==> src/rtl/boost_pkg.sv <==
// constants and types for the boost converter pwm regulator
//
// Summary of operation
// - drive switches at nominal 2.5 MHz unless low frequency is selected
// - a second low-frequency mode switches at nominal 470 kHz
// - frequency select is one bit: 0 gives 2.5 MHz, 1 gives 470 kHz
// - duty cycle is regulated automatically to keep the rail in range
// - period has 22 slots; mark adjustable in whole slots from 1 to 19
// - at light load, if minimum mark is still too high, skip whole pulses
// - regulator runs only while boost_disable is zero, else drive stays low
// - boost_target_level is the regulation setpoint for the rail
// - drive is high during mark, low during space
package boost_pkg;

    // system clock rate
    localparam int unsigned CLK_HZ       = 25_000_000;

    // nominal switching rates
    localparam int unsigned HI_FREQ_HZ   = 2_500_000;
    localparam int unsigned LO_FREQ_HZ   = 470_000;

    // period slot layout
    localparam int unsigned PERIOD_SLOTS = 22;
    localparam int unsigned SLOT_W       = 5;
    localparam logic [4:0]  MARK_MIN     = 5'h01;
    localparam logic [4:0]  MARK_MAX     = 5'h13;
    localparam logic [4:0]  LAST_SLOT    = 5'h15;
    localparam logic [4:0]  MARK_RESET   = MARK_MIN;

    // clocks per slot, rounded down, never below one
    localparam int unsigned HI_SLOT_RAW  = CLK_HZ / (HI_FREQ_HZ * PERIOD_SLOTS);
    localparam int unsigned LO_SLOT_RAW  = CLK_HZ / (LO_FREQ_HZ * PERIOD_SLOTS);
    localparam int unsigned HI_SLOT_CYC  = (HI_SLOT_RAW < 1) ? 1 : HI_SLOT_RAW;
    localparam int unsigned LO_SLOT_CYC  = (LO_SLOT_RAW < 1) ? 1 : LO_SLOT_RAW;

    // rail measurement width
    localparam int unsigned SAMPLE_W     = 8;

    // frequency select encoding
    localparam logic        FREQ_HI      = 1'b0;
    localparam logic        FREQ_LO      = 1'b1;

    typedef logic [4:0] slot_t;

    // per-period regulation decision
    typedef enum logic [1:0] {
        ACT_HOLD,
        ACT_RAISE,
        ACT_LOWER
    } reg_action_t;

endpackage : boost_pkg

==> src/rtl/boost_pwm_regulator.sv <==
// boost converter switch drive with slot-based duty regulation
`timescale 1ns/1ps
module boost_pwm_regulator
#(
    parameter int unsigned SAMPLE_W = boost_pkg::SAMPLE_W
)
(
    // clock and reset
    input  wire logic                clock_i,
    input  wire logic                resetn_i,
    // rail voltage settings
    input  wire logic                boost_disable_i,
    input  wire logic                boost_low_freq_select_i,
    input  wire logic [SAMPLE_W-1:0] boost_target_level_i,
    // measured rail level, same clock domain
    input  wire logic [SAMPLE_W-1:0] rail_sample_i,
    // switch drive to external transistor
    output logic                     boost_switch_drive_o,
    // status
    output boost_pkg::slot_t         mark_slots_o,
    output logic                     pulse_skip_o,
    output logic                     period_end_o
);
    import boost_pkg::*;

    initial
    begin
        if (SAMPLE_W < 1 || MARK_MAX >= LAST_SLOT || MARK_MIN < 5'h01)
            $error("unsupported regulator configuration");
    end

    ////////////////////////////////////////////////////////////////////////
    // slot timing

    logic   run;
    logic   slot_tick;
    logic   freq_q;
    logic   freq_d;
    slot_t  slot_q;
    slot_t  slot_d;
    logic   period_end;

    assign run = !boost_disable_i;

    slot_divider
    #(
        .HI_CYC (HI_SLOT_CYC),
        .LO_CYC (LO_SLOT_CYC)
    )
    u_divider
    (
        .clock_i     (clock_i),
        .resetn_i    (resetn_i),
        .run_i       (run),
        .low_freq_i  (freq_d), // next period's rate sizes its first slot
        .slot_tick_o (slot_tick)
    );

    assign period_end = slot_tick && (slot_q == LAST_SLOT);

    // slot index walks 0..21; frequency only retimed between periods
    always_comb
    begin
        slot_d = slot_q;
        freq_d = freq_q;
        if (!run)
        begin
            slot_d = '0;
            freq_d = boost_low_freq_select_i;
        end
        else if (period_end)
        begin
            slot_d = '0;
            freq_d = boost_low_freq_select_i;
        end
        else if (slot_tick)
        begin
            slot_d = slot_q + 5'h01;
        end
    end

    always_ff @(posedge clock_i or negedge resetn_i)
    begin
        if (!resetn_i)
        begin
            slot_q <= '0;
            freq_q <= FREQ_HI;
        end
        else
        begin
            slot_q <= slot_d;
            freq_q <= freq_d;
        end
    end

    ////////////////////////////////////////////////////////////////////////
    // regulation: one decision per period

    reg_action_t action;
    slot_t       mark_q;
    slot_t       mark_d;
    logic        skip_q;
    logic        skip_d;

    // compare once at the boundary so a mid-period glitch cannot cut a pulse
    always_comb
    begin
        if (rail_sample_i > boost_target_level_i)
            action = ACT_LOWER;
        else if (rail_sample_i < boost_target_level_i)
            action = ACT_RAISE;
        else
            action = ACT_HOLD;
    end

    // one slot step per period trades settling speed for low ripple
    always_comb
    begin
        mark_d = mark_q;
        skip_d = skip_q;
        if (!run)
        begin
            mark_d = MARK_RESET;
            skip_d = 1'b0;
        end
        else if (period_end)
        begin
            unique case (action)
                ACT_LOWER:
                begin
                    if (mark_q > MARK_MIN)
                        mark_d = mark_q - 5'h01;
                    else
                        skip_d = 1'b1;
                end
                ACT_RAISE:
                begin
                    if (skip_q)
                        skip_d = 1'b0;
                    else if (mark_q < MARK_MAX)
                        mark_d = mark_q + 5'h01;
                end
                ACT_HOLD:
                begin
                    mark_d = mark_q;
                end
            endcase
        end
    end

    always_ff @(posedge clock_i or negedge resetn_i)
    begin
        if (!resetn_i)
        begin
            mark_q <= MARK_RESET;
            skip_q <= 1'b0;
        end
        else
        begin
            mark_q <= mark_d;
            skip_q <= skip_d;
        end
    end

    ////////////////////////////////////////////////////////////////////////
    // switch drive, registered to keep the gate edge glitch free

    logic drive_q;
    logic drive_d;
    logic pend_q;
    logic pend_d;

    always_comb
    begin
        drive_d = run && !skip_q && (slot_q < mark_q);
        pend_d  = period_end;
    end

    always_ff @(posedge clock_i or negedge resetn_i)
    begin
        if (!resetn_i)
        begin
            drive_q <= 1'b0;
            pend_q  <= 1'b0;
        end
        else
        begin
            drive_q <= drive_d;
            pend_q  <= pend_d;
        end
    end

    assign boost_switch_drive_o = drive_q;
    assign mark_slots_o         = mark_q;
    assign pulse_skip_o         = skip_q;
    assign period_end_o         = pend_q;

    ////////////////////////////////////////////////////////////////////////
    // checks

    // helper: mark clocks counted over one whole period
    localparam int unsigned HC_W = 12;
    logic [HC_W-1:0] hi_cnt_q;
    logic [HC_W-1:0] hi_cnt_d;
    logic            full_q;
    logic            full_d;
    logic [HC_W-1:0] hi_exp;
    logic [HC_W-1:0] hi_tot;

    always_comb
    begin
        hi_exp = skip_q ? '0
               : HC_W'(mark_q) * (freq_q ? HC_W'(LO_SLOT_CYC)
                                         : HC_W'(HI_SLOT_CYC));
        hi_tot = hi_cnt_q + HC_W'(drive_d);
        hi_cnt_d = hi_cnt_q;
        full_d   = full_q;
        if (!run || period_end)
        begin
            hi_cnt_d = '0;
            full_d   = run;
        end
        else if (drive_d)
            hi_cnt_d = hi_tot;
    end

    always_ff @(posedge clock_i or negedge resetn_i)
    begin
        if (!resetn_i)
        begin
            hi_cnt_q <= '0;
            full_q   <= 1'b0;
        end
        else
        begin
            hi_cnt_q <= hi_cnt_d;
            full_q   <= full_d;
        end
    end
endmodule : boost_pwm_regulator

==> src/rtl/slot_divider.sv <==
// slot tick divider for the two switching frequencies
`timescale 1ns/1ps
module slot_divider
#(
    parameter int unsigned HI_CYC = 1,
    parameter int unsigned LO_CYC = 2
)
(
    // clock and reset
    input  wire logic clock_i,
    input  wire logic resetn_i,
    // control
    input  wire logic run_i,
    input  wire logic low_freq_i,
    // slot enable pulse
    output logic      slot_tick_o
);
    localparam int unsigned CNT_W = (LO_CYC > HI_CYC) ? $clog2(LO_CYC + 1)
                                                      : $clog2(HI_CYC + 1);
    localparam logic [CNT_W-1:0] HI_LOAD = CNT_W'(HI_CYC - 1);
    localparam logic [CNT_W-1:0] LO_LOAD = CNT_W'(LO_CYC - 1);

    initial
    begin
        if (HI_CYC < 1 || LO_CYC < 1)
            $error("slot divider needs at least one clock per slot");
    end

    logic [CNT_W-1:0] cnt_q;
    logic [CNT_W-1:0] cnt_d;

    // tick on zero, then reload; idle preloads so slot 0 is full length
    always_comb
    begin
        slot_tick_o = run_i && (cnt_q == '0);
        cnt_d       = low_freq_i ? LO_LOAD : HI_LOAD;
        if (run_i && (cnt_q != '0))
            cnt_d = cnt_q - CNT_W'(1);
    end

    always_ff @(posedge clock_i or negedge resetn_i)
    begin
        if (!resetn_i)
            cnt_q <= '0;
        else
            cnt_q <= cnt_d;
    end

endmodule : slot_divider

==> config.mk <==
export PLATFORM = sky130hd
export DESIGN_NAME = boost_pwm_regulator
export DESIGN_NICKNAME = d
export VERILOG_FILES = /design/src/rtl/boost_pkg.sv /design/src/rtl/boost_pwm_regulator.sv /design/src/rtl/slot_divider.sv
export SDC_FILE = /design/constraint.sdc
export NUM_CORES = 1
export LEC_CHECK = 0
export ABC_AREA = 1
export ABC_CLOCK_PERIOD_IN_PS = 1700
export BUFFER_PORTS_ARGS = -buffer_cell sky130_fd_sc_hd__buf_4
export CAP_MARGIN = 20
export CELL_PAD_IN_SITES_DETAIL_PLACEMENT = 1
export CELL_PAD_IN_SITES_GLOBAL_PLACEMENT = 1
export CORE_ASPECT_RATIO = 0.7
export CORE_UTILIZATION = 30
export DETAILED_ROUTE_END_ITERATION = 16
export HOLD_SLACK_MARGIN = 0.06
export PLACE_DENSITY_LB_ADDON = 0.1
export SLEW_MARGIN = 10
export SYNTH_ARGS = -nofsm -noshare
export SYNTH_HDL_FRONTEND = slang
export SYNTH_SLANG_ARGS = --single-unit
==> constraint.sdc <==
create_clock -name clock_i -period 1.7 [get_ports clock_i]
set_input_delay 0.34 -clock clock_i [delete_from_list [all_inputs] [get_ports clock_i]]
set_output_delay 0.34 -clock clock_i [all_outputs]
set_load 0.05 [all_outputs]
==> impl_metrics.tcl <==
set metrics [dict create \
    status "finished, final reports clean" \
    yosysTopAreaCell "dfrtp_1" \
    cts_buffers 3 \
    wire_per_inst_um 14.4 \
    yosysWarnings 0 \
    cts.root.buffer_cell "clkbuf_8" \
    dp_hpwl_um 3300 \
    synth_top_area_share 0.278 \
    min_path_type "in2reg" \
    die_x_um 82.3 \
    cts_htree_levels 1 \
    rsz0062_at_grt "false" \
    syn_area_mm2 0.00135 \
    drive_above_1_share 0.330 \
    critPathKind "reg2reg" \
    clock_latency_ns 0.25 \
    core_mm2 0.00433 \
    r2r-end "mark_slots_o[2]$_DFFE_PN0P_" \
    clock_skew_ns 0.00453 \
    min_period_ns 1.59 \
    io_pins 28 \
    syn_avg_cell_area_um2 7.96 \
    synth_fp_nets 208 \
    totalWireLength_um 3880 \
    worstHoldStart "boost_low_freq_select_i" \
    p_comb_frac 0.637 \
    vias 1239 \
    switching_share 0.491 \
    antenna_found_initial 0 \
    port_buffers 27 \
    fin_nets 254 \
    antenna_left 0 \
    rows 20 \
    synth_seq_cells 16 \
    p_per_area_mw_per_mm2 1530 \
    irDropWorstVdd_mv 0.645 \
    finalHoldViolations 0 \
    synth_seq_area_share 0.297 \
    drtIter0Drc 19 \
    clock_path_buffers 2 \
    finish.instance_area_mm2 0.00179 \
    num-fill-cells 543 \
    start_util 0.312 \
    critPathRequiredTime_ns 1.85 \
    pwr-share-seq 0.238 \
    grt_pass1_wl_um 6360 \
    drc 0 \
    first_pass_iters 4 \
    viasPerCell 4.59 \
    drv_cap 0 \
    cp_max_fo 5 \
    hold_end "freq_q$_DFF_PN0_" \
    p_leak_nw 0.978 \
    place_ws_ns -0.141 \
    critPathLaunch "mark_slots_o[0]$_DFFE_PN1P_" \
    clk_pin_slew_worst_paths_ns 0.07 \
    dieArea_mm2 0.00479 \
    layout_setup_ws_ns 0.106 \
    p_int_w 0.00139 \
    die_y_um 58.2 \
    worst_slew_pin_slew_ns 0.272 \
    yosysUniqueCellTypes 30 \
    slew_headroom 0.818 \
    grt_util_all_layers 0.182 \
    setup_viol 0 \
    antenna_cells 0 \
    grt_max_degree 17 \
    finalMaxSlewViolations 0 \
    period_share 0.938 \
    startpoint_type "register" \
    r2r_start "mark_slots_o[0]$_DFFE_PN1P_" \
    cts.sinks 16 \
    cts_tree "built" \
    grt_overflow 0 \
    reg2reg_depth 9 \
    cp_data_arrival_time_ns 1.74 \
    p_switching_w 0.00134 \
    synth_area_leaders "dfrtp_1, ha_1, nand2_1, inv_1, xor2_1" \
    clockPowerShare 0.126 \
    reg2reg_slack_ns 0.11 \
    holdPathStages 3 \
    gp_congestion 0.808 \
    placed_area_mm2 0.00170 \
    syn2layout_area_growth_pct 32.2 \
    crit_path_end_kind "register" \
    max_freq_mhz 627 \
    grt_pass1_vias 1292 \
    synth_cells 170 \
]
==> placed cells by master, fill, tap and decap left out, types with 2 or more instances in the layout <==
| cell | n |
|---|---|
| nand2_1 | 44 |
| buf_4 | 42 |
| inv_1 | 24 |
| ha_1 | 18 |
| dfrtp_1 | 14 |
| nor2_1 | 11 |
| a21oi_1 | 7 |
| nand3_1 | 6 |
| xor2_1 | 5 |
| inv_2 | 4 |
| clkbuf_8 | 4 |
| nand4_1 | 3 |
| nor2_4 | 3 |
| nand4_2 | 2 |
| nor3_1 | 2 |
| o21ai_2 | 2 |
| nor2_2 | 2 |
| nand2_2 | 2 |
| nand2_4 | 2 |
| nand3_2 | 2 |
| o21ai_0 | 2 |
| xnor2_1 | 2 |
==> state kept, by name (all words and copies together) (netlist names) <==
| signal | flops |
|---|---|
| mark_slots_o | 5 |
| slot_q | 5 |
| u_divider.cnt_q | 2 |
| boost_switch_drive_o | 1 |
| freq_q | 1 |
| period_end_o | 1 |
| pulse_skip_o | 1 |
==> Yosys cell counts, drive strengths merged <==
cell / number
o22ai: 1
nand2: 48
nand3: 8
a31oi: 1
nor2: 16
ha: 18
nand3b: 1
o221ai: 1
xor2: 5
dfstp: 1
nor3b: 1
buf: 2
xnor2: 2
nand4: 5
a21oi: 9
o21ai: 5
a21o: 1
nor3: 2
inv: 28
dfrtp: 15
==> worst max-delay path: stages, from the launching register on <==
cell     delay (ns)
dfstp_2        0.60
buf_4          0.13
ha_1           0.19
a21oi_4        0.05
o21ai_2        0.18
inv_2          0.06
nor2_4         0.12
nor2_4         0.06
nand2_1        0.05
nand2_1        0.05
==> worst max-delay path by stage <==
stage	cells past startpoint	slack [ns]	end
finish	9	0.11	mark_slots_o[2]$_DFFE_PN0P_
global route	9	0.003	mark_slots_o[2]$_DFFE_PN0P_
CTS	8	0.08	mark_slots_o[4]$_DFFE_PN0P_
detailed placement	12	-0.14	mark_slots_o[4]$_DFFE_PN0P_
global placement	12	-0.09	mark_slots_o[1]$_DFFE_PN0P_
floorplan	8	0.001	mark_slots_o[4]$_DFFE_PN0P_
==> cells by family (layout without fill, tap and decap cells) <==
family | count (synthesis) | after routing | share of synthesized area
AND/OR/NAND/NOR | 81 | 81 | 0.304
XOR/XNOR | 7 | 7 | 0.0453
buffers and inverters | 30 | 75 | 0.0944
flip-flops | 16 | 16 | 0.297
AO/OA/AOI/OAI | 18 | 18 | 0.0925
adder cells (fa/ha/maj) | 18 | 18 | 0.167
==> final cells by class <==
type                    count  area (µm²)  area share
repair buffers             43         325       0.182
flip-flops and latches     16         403       0.225
multi-input cells         124         831       0.465
well taps                  55        68.8      0.0385
inverters                  28         105      0.0588
clock buffers               4        55.1      0.0308
==> per-stage QoR <==
| step | util | setup TNS, ns | hold slack, ns | std cells | power (W) |
|---|---|---|---|---|---|
| floorplan | - | 0 | 0.0444 | 170 | 0.00175 |
| global placement | 0.392 | -0.455 | 0.217 | 263 | 0.00227 |
| detailed placement | 0.392 | -0.644 | 0.222 | 263 | 0.00234 |
| CTS | 0.408 | 0 | 0.319 | 268 | 0.00271 |
| global route | 0.413 | 0 | 0.341 | 270 | 0.00295 |
| finish | 0.413 | 0 | 0.320 | 270 | 0.00274 |
==> power groups by stage <==
stage | clock (W) | combinational [W] | sequential [W]
2_1_floorplan | 0 | 0.000861 | 0.000892
3_3_place_gp | 0 | 0.00163 | 0.000647
3_5_place_dp | 0 | 0.00169 | 0.000653
4_1_cts | 0.000363 | 0.00170 | 0.000646
5_1_grt | 0.000374 | 0.00191 | 0.000668
6_report | 0.000344 | 0.00174 | 0.000650
==> routing by layer <==
metal | wire (µm) | vias up | global-route usage
met3 | 156 | 2 | 0.0425
li1 | - | 632 | -
met1 | 1980 | 586 | 0.264
met2 | 1730 | 19 | 0.285
met4 | 8 | 0 | 0.0175
met5 | 0 | - | 0
==> timing repair <==
action                     in CTS  in global routing
resized for setup               0                  3
hold buffers                    1                  0
setup endpoints to repair       0                  4
hold endpoints to repair       15                  0
buffers inserted                0                  2
Power figures use the tool's default switching activity.
